`config.mk`:
```
export PLATFORM = sky130hd
export DESIGN_NAME = rps_reset_pin_sequencer
export DESIGN_NICKNAME = d
export VERILOG_FILES = /design/src/rtl/rps_pkg.sv /design/src/rtl/rps_reset_pin_sequencer.sv /design/src/rtl/rps_sync3.sv
export SDC_FILE = /design/constraint.sdc
export NUM_CORES = 1
export LEC_CHECK = 0
export BUFFER_PORTS_ARGS = -buffer_cell sky130_fd_sc_hd__buf_2
export CORE_MARGIN = 8
export CORE_UTILIZATION = 53
export CTS_BUF_LIST = sky130_fd_sc_hd__clkbuf_4 sky130_fd_sc_hd__clkbuf_8 sky130_fd_sc_hd__clkbuf_16
export CTS_CLUSTER_DIAMETER = 60
export DETAILED_ROUTE_END_ITERATION = 10
export PLACE_DENSITY = 0.89
export SLEW_MARGIN = 20
export SYNTH_ARGS = -nofsm -noshare
export SYNTH_HDL_FRONTEND = slang
export SYNTH_SLANG_ARGS = --single-unit
export TNS_END_PERCENT = 5
```
`constraint.sdc`:
```
create_clock -name clk -period 2.7 [get_ports clk]
set_input_delay 0.27 -clock clk [delete_from_list [all_inputs] [get_ports clk]]
set_output_delay 0.27 -clock clk [all_outputs]
set_load 0.05 [all_outputs]
```
`src/rtl/rps_pkg.sv`:
```
// Constants, types and register map of the reset pin sequencer
//------------------------------------------------------------------------------
// Overview of operation
// RULE_01 - Out of reset, other modules' pins become port inputs, alternate functions off.
// RULE_02 - Timer and serial pins inputs; waveform pins outputs; receive and debug keep function.
// RULE_03 - Outside reset must be held low; acting on it waits for bus end or timeout.
// RULE_04 - While reset is active, integration-unit pins stay high-impedance or inactive.
// RULE_05 - After a latched outside reset, drive pin low 512 cycles once outside lets go.
// RULE_06 - Internal reset drives pin at least 512 cycles, longer while request persists.
// RULE_07 - After a drive phase, release pin ten cycles, then sample; high starts reset processing.
// RULE_08 - A low sample drives another 512 cycles and repeats release-and-test until high.
// RULE_09 - At power-up, hold reset pin until oscillator loop locks, then 512 more cycles. Code waits for lock only with the synthesiser selected.
// RULE_10 - Other modules reset once clock runs and internal reset held four cycles.
// RULE_11 - Three-state control held ten cycles puts every output driver in high impedance.
// RULE_12 - With external clock source, float after ten external clock pulses following assertion.
// RULE_13 - Once floated, never resume; only power removal and restart recover.
// RULE_14 - Clock select level sampled during reset picks oscillator (high) or external clock.
// RULE_15 - One phase counter reloaded at each phase change; pin sampled via synchroniser.
//------------------------------------------------------------------------------
package rps_pkg;

  //----------------------------------------------------------------------------
  // Cycle counts
  //----------------------------------------------------------------------------
  localparam logic [9:0] DRIVE_LOAD      = 10'h1ff;  // 512 cycles, counted down to zero
  localparam logic [9:0] RELEASE_LOAD    = 10'h009;  // 10 cycles
  localparam logic [9:0] EXT_MIN_LOW     = 10'h003;  // Least low time before latching
  localparam logic [9:0] BUS_TIMEOUT     = 10'h03f;  // Bus monitor timeout
  localparam logic [2:0] MODRST_CYCLES   = 3'h4;
  localparam logic [3:0] TSC_CYCLES      = 4'ha;

  //----------------------------------------------------------------------------
  // Register map (byte addresses)
  //----------------------------------------------------------------------------
  localparam int         ADDR_W          = 8;
  localparam logic [7:0] CTRL_OFS        = 8'h00;
  localparam logic [7:0] STATUS_OFS      = 8'h04;
  localparam logic [7:0] TIMER_CFG_OFS   = 8'h08;
  localparam logic [7:0] SERIAL_CFG_OFS  = 8'h0c;

  localparam int         CTRL_SWRST_BIT  = 0;
  localparam int         ST_STATE_LSB    = 0;
  localparam int         ST_PIN_BIT      = 3;
  localparam int         ST_SYNTH_BIT    = 4;
  localparam int         ST_FLOAT_BIT    = 5;
  localparam int         ST_MODRST_BIT   = 6;
  localparam int         ST_LOCK_BIT     = 7;
  localparam int         ST_RETEST_LSB   = 8;

  //----------------------------------------------------------------------------
  // Types
  //----------------------------------------------------------------------------
  typedef enum logic [2:0] {
    ST_POR, ST_RUN, ST_DEFER, ST_EXT_WAIT, ST_DRIVE, ST_RELEASE
  } rps_state_t;

  // Timer pins: [7:0] alternate enable, [15:8] direction, [17:16] waveform direction
  typedef struct packed {
    logic [1:0] waveDir;
    logic [7:0] portDir;
    logic [7:0] altEn;
  } rps_timer_cfg_t;

  // Serial pins: [7:0] alternate enable, [15:8] direction, [16] receive, [17] debug
  typedef struct packed {
    logic       debugDedicated;
    logic       rxDedicated;
    logic [7:0] portDir;
    logic [7:0] altEn;
  } rps_serial_cfg_t;

  localparam rps_timer_cfg_t  TIMER_CFG_RST  = '{waveDir: 2'h3, portDir: 8'h00, altEn: 8'h00};
  localparam rps_serial_cfg_t SERIAL_CFG_RST = '{debugDedicated: 1'b1, rxDedicated: 1'b1,
                                                 portDir: 8'h00, altEn: 8'h00};

endpackage

```
`src/rtl/rps_reset_pin_sequencer.sv`:
```
// Reset pin sequencer: drive/release/test of the open-drain reset pin, APB registers
`timescale 1ns/1ps
`default_nettype none
module rps_reset_pin_sequencer (
  input  wire logic                   clk,
  input  wire logic                   resetn,
  // APB slave
  input  wire logic                   psel,
  input  wire logic                   penable,
  input  wire logic                   pwrite,
  input  wire logic [7:0]             paddr,
  input  wire logic [31:0]            pwdata,
  output logic [31:0]                 prdata,
  output logic                        pready,
  output logic                        pslverr,
  // Open-drain reset pin
  input  wire logic                   resetPinIn,
  output logic                        resetPinOut,
  output logic                        resetPinOe,
  // Other pins and on-chip signals
  input  wire logic                   threeStateControl,
  input  wire logic                   clockSourceSelect,
  input  wire logic                   externalClockInput,
  input  wire logic                   pllLocked,
  input  wire logic                   internalResetReq,
  input  wire logic                   busIdle,
  output logic                        systemClockSynth,
  output logic                        simPinsInactive,
  output logic                        outputsFloat,
  output logic                        moduleReset,
  output logic                        resetExceptionStart,
  output rps_pkg::rps_timer_cfg_t     timerCfg,
  output rps_pkg::rps_serial_cfg_t    serialCfg
);

  //----------------------------------------------------------------------------
  // Input synchronisers
  //----------------------------------------------------------------------------
  logic pinHigh, tscSync, clkSelSync, extClkSync, lockSync;

  rps_sync3 #(.INIT(1'b1)) uPinSync (.clk(clk), .resetn(resetn), .din(resetPinIn),
                                     .dout(pinHigh)); // RULE_15
  rps_sync3 #(.INIT(1'b0)) uTscSync (.clk(clk), .resetn(resetn), .din(threeStateControl),
                                     .dout(tscSync));
  rps_sync3 #(.INIT(1'b1)) uSelSync (.clk(clk), .resetn(resetn), .din(clockSourceSelect),
                                     .dout(clkSelSync));
  rps_sync3 #(.INIT(1'b0)) uExtSync (.clk(clk), .resetn(resetn), .din(externalClockInput),
                                     .dout(extClkSync));
  rps_sync3 #(.INIT(1'b0)) uLockSync (.clk(clk), .resetn(resetn), .din(pllLocked),
                                      .dout(lockSync));

  //----------------------------------------------------------------------------
  // State
  //----------------------------------------------------------------------------
  rps_pkg::rps_state_t      stateQ;
  logic [9:0]               phaseCntQ;
  logic [7:0]               retestCntQ;
  logic                     excStartQ;
  logic                     clkSynthQ;
  logic                     swResetQ;
  logic                     floatQ;
  logic [3:0]               tscCntQ;
  logic                     extClkPrevQ;
  logic [2:0]               modCntQ;
  rps_pkg::rps_timer_cfg_t  timerCfgQ;
  rps_pkg::rps_serial_cfg_t serialCfgQ;
  logic [31:0]              prdataQ;

  logic intReq;
  logic resetActive;
  logic phaseDone;
  logic apbWrite;
  logic mapped;

  assign intReq      = internalResetReq | swResetQ;
  assign resetActive = (stateQ != rps_pkg::ST_RUN);
  assign phaseDone   = (phaseCntQ == 10'h000);
  assign apbWrite    = psel & penable & pwrite;

  //----------------------------------------------------------------------------
  // Reset pin sequence
  //----------------------------------------------------------------------------
  // Frozen once the drivers have floated: nothing but power-on reset restarts it
  always_ff @(posedge clk) begin
    if (!resetn) begin
      stateQ     <= rps_pkg::ST_POR;
      phaseCntQ  <= 10'h000;
      retestCntQ <= 8'h00;
    end else if (!floatQ) begin // RULE_13
      case (stateQ)
        rps_pkg::ST_POR: begin
          if (!clkSynthQ || lockSync) begin // RULE_09
            stateQ    <= rps_pkg::ST_DRIVE;
            phaseCntQ <= rps_pkg::DRIVE_LOAD;
          end
        end
        rps_pkg::ST_RUN: begin
          if (!pinHigh) begin
            stateQ    <= rps_pkg::ST_DEFER;
            phaseCntQ <= 10'h000;
          end else if (intReq) begin // RULE_06
            stateQ    <= rps_pkg::ST_DRIVE;
            phaseCntQ <= rps_pkg::DRIVE_LOAD;
          end
        end
        rps_pkg::ST_DEFER: begin
          // Let a pending write finish before reset takes hold; a short glitch is dropped
          if (pinHigh) begin // RULE_03
            stateQ <= rps_pkg::ST_RUN;
          end else if (phaseCntQ >= rps_pkg::EXT_MIN_LOW &&
                       (busIdle || phaseCntQ >= rps_pkg::BUS_TIMEOUT)) begin // RULE_03
            stateQ    <= rps_pkg::ST_EXT_WAIT;
            phaseCntQ <= 10'h000;
          end else begin
            phaseCntQ <= phaseCntQ + 10'h001;
          end
        end
        rps_pkg::ST_EXT_WAIT: begin
          if (pinHigh) begin // RULE_05
            stateQ    <= rps_pkg::ST_DRIVE;
            phaseCntQ <= rps_pkg::DRIVE_LOAD;
          end
        end
        rps_pkg::ST_DRIVE: begin
          if (!phaseDone) begin
            phaseCntQ <= phaseCntQ - 10'h001;
          end else if (!intReq) begin // RULE_06
            stateQ    <= rps_pkg::ST_RELEASE; // RULE_07
            phaseCntQ <= rps_pkg::RELEASE_LOAD;
          end
        end
        rps_pkg::ST_RELEASE: begin
          if (!phaseDone) begin
            phaseCntQ <= phaseCntQ - 10'h001;
          end else if (pinHigh) begin // RULE_07
            stateQ <= rps_pkg::ST_RUN;
          end else begin // RULE_08
            stateQ     <= rps_pkg::ST_DRIVE;
            phaseCntQ  <= rps_pkg::DRIVE_LOAD;
            retestCntQ <= retestCntQ + 8'h01;
          end
        end
        default: begin
          stateQ    <= rps_pkg::ST_POR;
          phaseCntQ <= 10'h000;
        end
      endcase
    end
  end

  always_ff @(posedge clk) begin
    if (!resetn) begin
      excStartQ <= 1'b0;
    end else begin
      excStartQ <= !floatQ && stateQ == rps_pkg::ST_RELEASE && phaseDone && pinHigh; // RULE_07
    end
  end

  // Clock source follows the select level while the reset sequence runs
  always_ff @(posedge clk) begin
    if (!resetn) begin
      clkSynthQ <= 1'b1;
    end else if (resetActive) begin
      clkSynthQ <= clkSelSync; // RULE_14
    end
  end

  // Software request is set by a write and consumed when driving starts; set wins
  always_ff @(posedge clk) begin
    if (!resetn) begin
      swResetQ <= 1'b0;
    end else if (apbWrite && paddr == rps_pkg::CTRL_OFS && pwdata[rps_pkg::CTRL_SWRST_BIT]) begin
      swResetQ <= 1'b1;
    end else if (stateQ == rps_pkg::ST_DRIVE) begin
      swResetQ <= 1'b0;
    end
  end

  //----------------------------------------------------------------------------
  // Three-state control
  //----------------------------------------------------------------------------
  always_ff @(posedge clk) begin
    if (!resetn) begin
      extClkPrevQ <= 1'b0;
    end else begin
      extClkPrevQ <= extClkSync;
    end
  end

  // External pulses are only seen if no faster than a quarter of clk
  always_ff @(posedge clk) begin
    if (!resetn) begin
      tscCntQ <= 4'h0;
    end else if (!tscSync) begin
      tscCntQ <= 4'h0;
    end else if (tscCntQ != rps_pkg::TSC_CYCLES) begin
      if (clkSynthQ || (extClkSync && !extClkPrevQ)) begin // RULE_12
        tscCntQ <= tscCntQ + 4'h1; // RULE_11
      end
    end
  end

  always_ff @(posedge clk) begin
    if (!resetn) begin
      floatQ <= 1'b0;
    end else if (tscCntQ == rps_pkg::TSC_CYCLES) begin
      floatQ <= 1'b1; // RULE_13
    end
  end

  //----------------------------------------------------------------------------
  // Module reset and pin defaults
  //----------------------------------------------------------------------------
  always_ff @(posedge clk) begin
    if (!resetn || !resetActive) begin
      modCntQ <= 3'h0;
    end else if (modCntQ != rps_pkg::MODRST_CYCLES) begin
      modCntQ <= modCntQ + 3'h1; // RULE_10
    end
  end

  assign moduleReset = resetActive && (modCntQ == rps_pkg::MODRST_CYCLES); // RULE_10

  always_ff @(posedge clk) begin
    if (!resetn || moduleReset) begin
      timerCfgQ  <= rps_pkg::TIMER_CFG_RST;  // RULE_01 RULE_02
      serialCfgQ <= rps_pkg::SERIAL_CFG_RST; // RULE_01 RULE_02
    end else if (apbWrite && paddr == rps_pkg::TIMER_CFG_OFS) begin
      timerCfgQ  <= pwdata[17:0];
    end else if (apbWrite && paddr == rps_pkg::SERIAL_CFG_OFS) begin
      serialCfgQ <= pwdata[17:0];
    end
  end

  //----------------------------------------------------------------------------
  // APB slave: zero wait states, read data captured in the setup cycle
  //----------------------------------------------------------------------------
  always_comb begin
    case (paddr)
      rps_pkg::CTRL_OFS, rps_pkg::STATUS_OFS,
      rps_pkg::TIMER_CFG_OFS, rps_pkg::SERIAL_CFG_OFS: mapped = 1'b1;
      default: mapped = 1'b0;
    endcase
  end

  always_ff @(posedge clk) begin
    if (!resetn) begin
      prdataQ <= 32'h0000_0000;
    end else if (psel && !penable) begin
      prdataQ <= 32'h0000_0000;
      case (paddr)
        rps_pkg::CTRL_OFS: prdataQ[rps_pkg::CTRL_SWRST_BIT] <= swResetQ;
        rps_pkg::STATUS_OFS: begin
          prdataQ[rps_pkg::ST_STATE_LSB +: 3]  <= stateQ;
          prdataQ[rps_pkg::ST_PIN_BIT]         <= pinHigh;
          prdataQ[rps_pkg::ST_SYNTH_BIT]       <= clkSynthQ;
          prdataQ[rps_pkg::ST_FLOAT_BIT]       <= floatQ;
          prdataQ[rps_pkg::ST_MODRST_BIT]      <= moduleReset;
          prdataQ[rps_pkg::ST_LOCK_BIT]        <= lockSync;
          prdataQ[rps_pkg::ST_RETEST_LSB +: 8] <= retestCntQ;
        end
        rps_pkg::TIMER_CFG_OFS:  prdataQ[17:0] <= timerCfgQ;
        rps_pkg::SERIAL_CFG_OFS: prdataQ[17:0] <= serialCfgQ;
        default: prdataQ <= 32'h0000_0000;
      endcase
    end
  end

  assign prdata  = prdataQ;
  assign pready  = 1'b1;
  assign pslverr = psel & penable & ~mapped;

  //----------------------------------------------------------------------------
  // Pin outputs
  //----------------------------------------------------------------------------
  assign resetPinOut = 1'b0;
  assign resetPinOe  = !floatQ && (stateQ == rps_pkg::ST_POR ||
                                   stateQ == rps_pkg::ST_DRIVE); // RULE_05 RULE_11
  assign simPinsInactive     = resetActive | floatQ; // RULE_04
  assign outputsFloat        = floatQ;               // RULE_11
  assign systemClockSynth    = clkSynthQ;
  assign resetExceptionStart = excStartQ;
  assign timerCfg            = timerCfgQ;
  assign serialCfg           = serialCfgQ;
endmodule
`default_nettype wire

```
`src/rtl/rps_sync3.sv`:
```
// Three-stage input synchroniser with agreement filter
`timescale 1ns/1ps
`default_nettype none
module rps_sync3 #(
  parameter logic INIT = 1'b1
) (
  input  wire logic clk,
  input  wire logic resetn,
  input  wire logic din,
  output logic      dout
);
  logic s1Q, s2Q, s3Q, outQ;

  // First stage feeds only the second one
  always_ff @(posedge clk) begin
    if (!resetn) begin
      s1Q <= INIT;
      s2Q <= INIT;
      s3Q <= INIT;
    end else begin
      s1Q <= din;
      s2Q <= s1Q;
      s3Q <= s2Q;
    end
  end

  // A change counts only once stages two and three agree
  always_ff @(posedge clk) begin
    if (!resetn) begin
      outQ <= INIT;
    end else if (s2Q == s3Q) begin
      outQ <= s3Q;
    end
  end

  assign dout = outQ;
endmodule
`default_nettype wire

```
## After elaboration in Yosys (flattened, before gate mapping)

Cells that the tools add are included.

- Flip-flop bits (word level): 107
- Bits in latches: 0
- Memory bits (writable): 0
- ROM bits: 0
- Input bits: 52
- Output and inout port bits: 77
- Word-level logic and storage cells: 145
- Memories: 0

- Add/subtract/negate cells: 5
- $mul: 0
- Divide/modulo/power cells: 0
- Magnitude comparators: 2
- Eq/ne operators: 28
- Shifts and indexed selects: 0
- Muxes and demuxes: 28
- Bitwise operators: 9
- Reduce and logical (&&, ||, !) cells: 35

Operators by type and width:

| cell | number |
|---|---|
| 2-to-1 mux 10 bit | 10 |
| one-hot mux 10 bit (6 select lines) | 1 |
| one-hot mux 15 bit (3 select lines) | 1 |
| 2-to-1 mux 3 bit | 10 |
| one-hot mux 3 bit (6 select lines) | 1 |
| == test 8 x 4 -> 1 bit, second input constant | 2 |
| logical AND 1 bit | 12 |
| != test 3 bit, second input constant | 4 |
| adder 10 x 1 -> 10 bit, second input constant | 1 |
| >= comparator 10 x 2 -> 1 bit, second input constant | 1 |
| >= comparator 10 x 6 -> 1 bit, second input constant | 1 |
| logical NOT 10 bit | 1 |
| != test 2 bit, second input constant | 5 |
| subtractor 10 x 1 -> 10 bit, second input constant | 1 |
| == test 3 bit, second input constant | 3 |
| adder 8 x 1 -> 8 bit, second input constant | 1 |
| == test 8 x 3 -> 1 bit, second input constant | 1 |
| logical NOT 8 bit | 1 |
| AND reduction 8 bit | 1 |
| AND reduction 7 bit | 1 |
| == test 3 x 2 -> 1 bit, second input constant | 2 |
| logical NOT 1 bit | 6 |
| logical OR 1 bit | 6 |
| AND reduction 2 bit | 3 |
| other kinds (19) | 31 |

## Longest topological paths before layout

- Depth after elaboration: 6
- Mapped depth: 7
- Gate-level depth less buffers: 7

## By module

A second synthesis with hierarchy kept.

- Cell total of the unflattened synthesis: 584
- Area total of the unflattened synthesis: 5162.5 sq um

By module, submodules not included:

| module | instances | cells an instance | area each (sq um) | sequential area each (sq um) |
|---|---|---|---|---|
| rps_reset_pin_sequencer | 1 | 534 | 4588.2 | 1741.7 |
| rps_sync3 at uExtSync ... | 3 | 10 | 116.4 | 80.1 |
| rps_sync3 at uPinSync ... | 2 | 10 | 112.6 | 80.1 |

## Least setup slack after synthesis

Ideal clock, no wire load.

- Path type: register to register
- Start point: register phaseCntQ[2]
- End point: register phaseCntQ[3]
- Library setup time: 0.079 ns
- Data arrival time: 1.979 ns
- Data required time: 2.621 ns
- Setup slack: 0.643 ns
- Stages on the path, launching flop included: 7
- Buffers on the path: 1
- Period minus slack after synthesis: 2.057 ns
- Path through: dfxtp_1 -> buf_6 -> or4_4 -> or4_4 -> a21boi_4 -> o21ai_4 -> o221ai_2

- Longest elaborated chain between the ends: 6
- Elaborated cells between the ends (all ways): 15
- Classes of those cells: add/sub: 2; order compare: 2; eq/ne: 2; mux: 5; reduce/logical: 4

Ends and longest elaborated chain:

| item | line | source |
|---|---|---|
| from (decl) | rps_reset_pin_sequencer.sv:56 | `logic [9:0] phaseCntQ;` |
| from (signal assigned) | rps_reset_pin_sequencer.sv:94 | `phaseCntQ <= rps_pkg::DRIVE_LOAD;` |
| from (signal assigned) | rps_reset_pin_sequencer.sv:103 | `phaseCntQ <= rps_pkg::DRIVE_LOAD;` |
| from (signal assigned) | rps_reset_pin_sequencer.sv:115 | `phaseCntQ <= phaseCntQ + 10'h001;` |
| >= comparator 10 x 6 -> 1 bit | rps_reset_pin_sequencer.sv:111 | `(busIdle \|\| phaseCntQ >= rps_pkg::BUS_TIMEOUT)) begin` |
| logical OR 1 bit | rps_reset_pin_sequencer.sv:111 |  |
| logical AND 1 bit | rps_reset_pin_sequencer.sv:110 | `end else if (phaseCntQ >= rps_pkg::EXT_MIN_LOW &&` |
| 2-to-1 mux 10 bit | rps_reset_pin_sequencer.sv:110 |  |
| 2-to-1 mux 10 bit | rps_reset_pin_sequencer.sv:108 | `if (pinHigh) begin` |
| one-hot mux 10 bit (6 select lines) | rps_reset_pin_sequencer.sv:90 | `case (stateQ)` |

Several ways; a longest one is shown, not always the timed one. The select of a mux whose other input is x is not followed.
A chain may end at the register's enable or synchronous reset.

## Worst setup path in the final report

- Start point: register stateQ[1]
- End point: register phaseCntQ[0]

- Longest elaborated chain between the ends: 3
- Elaborated cells between the ends (all ways): 14
- Classes of those cells: eq/ne: 11; mux: 1; reduce/logical: 2

Ends and longest elaborated chain:

| item | line | source |
|---|---|---|
| from (decl) | rps_reset_pin_sequencer.sv:55 | `rps_pkg::rps_state_t stateQ;` |
| from (signal assigned) | rps_reset_pin_sequencer.sv:86 | `stateQ <= rps_pkg::ST_POR;` |
| from (signal assigned) | rps_reset_pin_sequencer.sv:93 | `stateQ <= rps_pkg::ST_DRIVE;` |
| from (signal assigned) | rps_reset_pin_sequencer.sv:99 | `stateQ <= rps_pkg::ST_DEFER;` |
| == test 3 bit, or another cell as far along | rps_reset_pin_sequencer.sv:90 |  |
| != test 3 bit (no source line), or another cell as far along | -- |  |
| AND reduction 7 bit (no source line) | -- |  |

Several ways; a longest one is shown, not always the timed one.

==> impl_metrics.env <==
export IMPL_status="finished clean"
export IMPL_num_rows=36
export IMPL_die_area_um2=13100
export IMPL_clock_sinks=107
export IMPL_core_area_um2=9590
export IMPL_ir_drop_uv=393
export IMPL_rr_startpoint="stateQ[1]$_SDFFE_PN0P_"
export IMPL_cp_end_kind="flip-flop"
export IMPL_cts_tree="built"
export IMPL_io_buffer_count=98
export IMPL_synth_top_family_by_area="simple AND/OR/NAND/NOR gates"
export IMPL_synth_top_flop_cell="dfxtp_1"
export IMPL_power_density_nw_per_um2=772
export IMPL_antenna_found_initial=0
export IMPL_final_common_cell="dfxtp_1"
export IMPL_drc=0
export IMPL_maxCapViolCount=0
export IMPL_relSlewSlack=0.536
export IMPL_drt_wl_total_mm=13.1
export IMPL_grt_setup_unrepaired="no"
export IMPL_gr_total_overflow=0
export IMPL_num_io_pins=129
export IMPL_synth_compound_area_frac=0.144
export IMPL_cts_root_buf="clkbuf_8"
export IMPL_reg2reg_setup_slack_ns=0.20
export IMPL_start_util=0.538
export IMPL_ant_nets=0
export IMPL_tns_ns=0
export IMPL_grt_pass1_vias=4423
export IMPL_drt_iter0_markers=269
export IMPL_finalCriticalPeriod_ns=2.50
export IMPL_synth_enable_flop_cells=0
export IMPL_fmax_ghz=0.400
export IMPL_synth_area_um2=5160
export IMPL_clockBufferDepth=2
export IMPL_postSynthAreaPerCell_um2=9.04
export IMPL_multiInputGateArea_um2=2730
export IMPL_clk_latency_ns=0.38
export IMPL_drive_above_1_share=0.239
export IMPL_final_hold_viol_count=0
export IMPL_path_class="flip-flop to flip-flop"
export IMPL_crit_path_end="phaseCntQ[0]$_SDFFE_PN0P_"
export IMPL_synth_xor_area_frac=0.0289
export IMPL_cts_inserted_buffers=9
export IMPL_final_nets=717
export IMPL_synthMuxAreaShare=0.106
export IMPL_ctsHoldBuffers=0
export IMPL_utilization=0.611
export IMPL_cts_setup_buffers=0
export IMPL_p_leak_nw=2.54
export IMPL_die_h_um=115
export IMPL_postCtsResizedCells=0
export IMPL_area_growth_synth_to_final_pct=13.5
export IMPL_async_reset_ff_frac=0
export IMPL_path_max_fanout=16
export IMPL_yosys_register_bits=107
export IMPL_cp_required_ns=3.00
export IMPL_clkTransAtPathRegs_ns=0.10
export IMPL_ys_seq_area_frac=0.415
export IMPL_layout_cells_most_common_list="107 x dfxtp_1, 98 x buf_2, 56 x nor2_1"
export IMPL_critPathArrivalTime_ns=2.79
export IMPL_wl_per_cell_um=16.5
export IMPL_die_w_um=115
export IMPL_post_route_period_util=0.926
export IMPL_slew_viol_final=0
export IMPL_hpwl_mm=9.54
export IMPL_n_antenna_cell=0
export IMPL_synth_cells=571
export IMPL_grt_max_degree=64
export IMPL_synth_adder_area_share=0.0194
export IMPL_via_count=4474
export IMPL_cp_start_kind="flip-flop"
export IMPL_fillers=795
export IMPL_grt_pass1_wl_mm=21.3
export IMPL_ys_types=69
export IMPL_r2r_cells=5
export IMPL_seq_area_um2=2140
export IMPL_synth_simple_area_share=0.217
export IMPL_hold_path_class="input port to flip-flop"
export IMPL_grt_usage=0.201
export IMPL_yosys_warnings=0
export IMPL_worst_clock_skew_ns=0.0192
export IMPL_worstMarginPinSlew_ns=0.696
export IMPL_startpoint="stateQ[1]$_SDFFE_PN0P_"
export IMPL_gp_congestion=0.875
export IMPL_setup_viol=0
export IMPL_worstReg2RegEnd="phaseCntQ[0]$_SDFFE_PN0P_"
export IMPL_drt_pass1_iter_count=5
export IMPL_vias_per_cell=5.63
export IMPL_htree_num_levels=3
==> state kept, by name (all words and copies together), names as in the netlist, 3 cells and up <==
| signal | flops |
|---|---|
| tscCntQ | 4 |
| timerCfg | 18 |
| stateQ | 3 |
| retestCntQ | 8 |
| serialCfg | 18 |
| prdata | 18 |
| phaseCntQ | 10 |
| modCntQ | 3 |
==> per-stage QoR <==
step           hold WS (ns)  setup WS, ns  total power [mW]  area, um^2  instances
2_1_floorplan         0.371         0.643              3.19        5210        585
3_3_place_gp          0.401         0.497              3.51        5680        779
3_5_place_dp          0.400         0.313              3.59        5680        779
4_1_cts              0.0754         0.256              4.49        5860        795
5_1_grt              0.0722        0.0842              4.78        5860        795
6_report             0.0862         0.201              4.52        5860        795
==> final cells by class <==
class	instances	share of cell area
multi-input cells	414	0.466
well taps	133	0.0284
flip-flops and latches	107	0.366
repair buffers	110	0.0991
clock inverters	5	0.00641
inverters	15	0.00961
clock buffers	11	0.0248
==> how the worst min path moves through the flow <==
stage	start	end	slack, ns	depth (start not counted)
after floorplan	resetPinIn	uPinSync.s1Q$_SDFF_PN1_	0.37	1
after global placement	uSelSync.s1Q$_SDFF_PN1_	uSelSync.s2Q$_SDFF_PN1_	0.40	1
after detailed placement	uSelSync.s1Q$_SDFF_PN1_	uSelSync.s2Q$_SDFF_PN1_	0.40	1
after CTS	clockSourceSelect	uSelSync.s1Q$_SDFF_PN1_	0.08	2
after global routing	clockSourceSelect	uSelSync.s1Q$_SDFF_PN1_	0.07	2
final	clockSourceSelect	uSelSync.s1Q$_SDFF_PN1_	0.09	2
==> logic make-up (layout without fill, tap and decap cells) <==
| logic type | after synthesis | after routing |
|---|---|---|
| AO/OA/AOI/OAI | 107 | 107 |
| XOR/XNOR | 17 | 17 |
| adder cells (fa/ha/maj) | 8 | 8 |
| buffers and inverters | 64 | 141 |
| flip-flops | 107 | 107 |
| multiplexers | 52 | 52 |
| other | 2 | 16 |
| AND/OR/NAND/NOR | 214 | 214 |
==> Yosys cell counts, types with 2 or more instances <==
cell,number,area share
nand3_1,13,0.013
o21ai_0,32,0.031
dfxtp_1,107,0.42
a31oi_1,5,0.0061
nor2_1,56,0.041
or3_1,2,0.0024
nand2_1,45,0.033
or4_4,3,0.0065
nand4_1,6,0.0073
buf_6,4,0.0087
nor3b_1,4,0.0058
a22oi_1,16,0.023
o22ai_1,9,0.011
a21oi_1,10,0.0097
a32oi_1,3,0.0051
xnor2_1,11,0.019
a21boi_0,5,0.0073
nand2b_1,12,0.015
xor2_1,6,0.010
nor4_1,5,0.0061
conb_1,2,0.0015
a211oi_1,2,0.0029
nor3_1,10,0.0097
clkbuf_1,22,0.016
and2_1,33,0.040
ha_1,8,0.019
mux2i_1,38,0.074
a221oi_1,4,0.0068
nand3b_1,2,0.0029
o31ai_1,2,0.0029
o211ai_1,2,0.0029
and3_1,2,0.0024
inv_1,15,0.011
nor2b_1,7,0.0085
buf_2,4,0.0039
a311oi_1,2,0.0034
buf_4,17,0.025
mux2_2,13,0.028
o2111ai_1,2,0.0034
==> metal layers <==
metal	global-route usage	vias up	share of wire
met5	0	-	0
met3	0.0475	30	0.072
met4	0.0976	0	0.024
li1	-	2145	-
met2	0.343	187	0.49
met1	0.231	2112	0.41
==> power breakdown <==
part / internal [mW] / switching (mW)
registers: 1.69 / 0.183
logic: 0.644 / 1.09
clock network: 0.375 / 0.547
total: 2.71 / 1.82
==> critical path: stages, from the launching register on <==
cell and delay [ns]:
dfxtp_1 0.63, nor3b_1 0.14, a311oi_1 0.49, o211ai_2 0.27, or3_2 0.66, o22ai_1 0.21
Note: power is estimated with default switching activity, not from simulation.
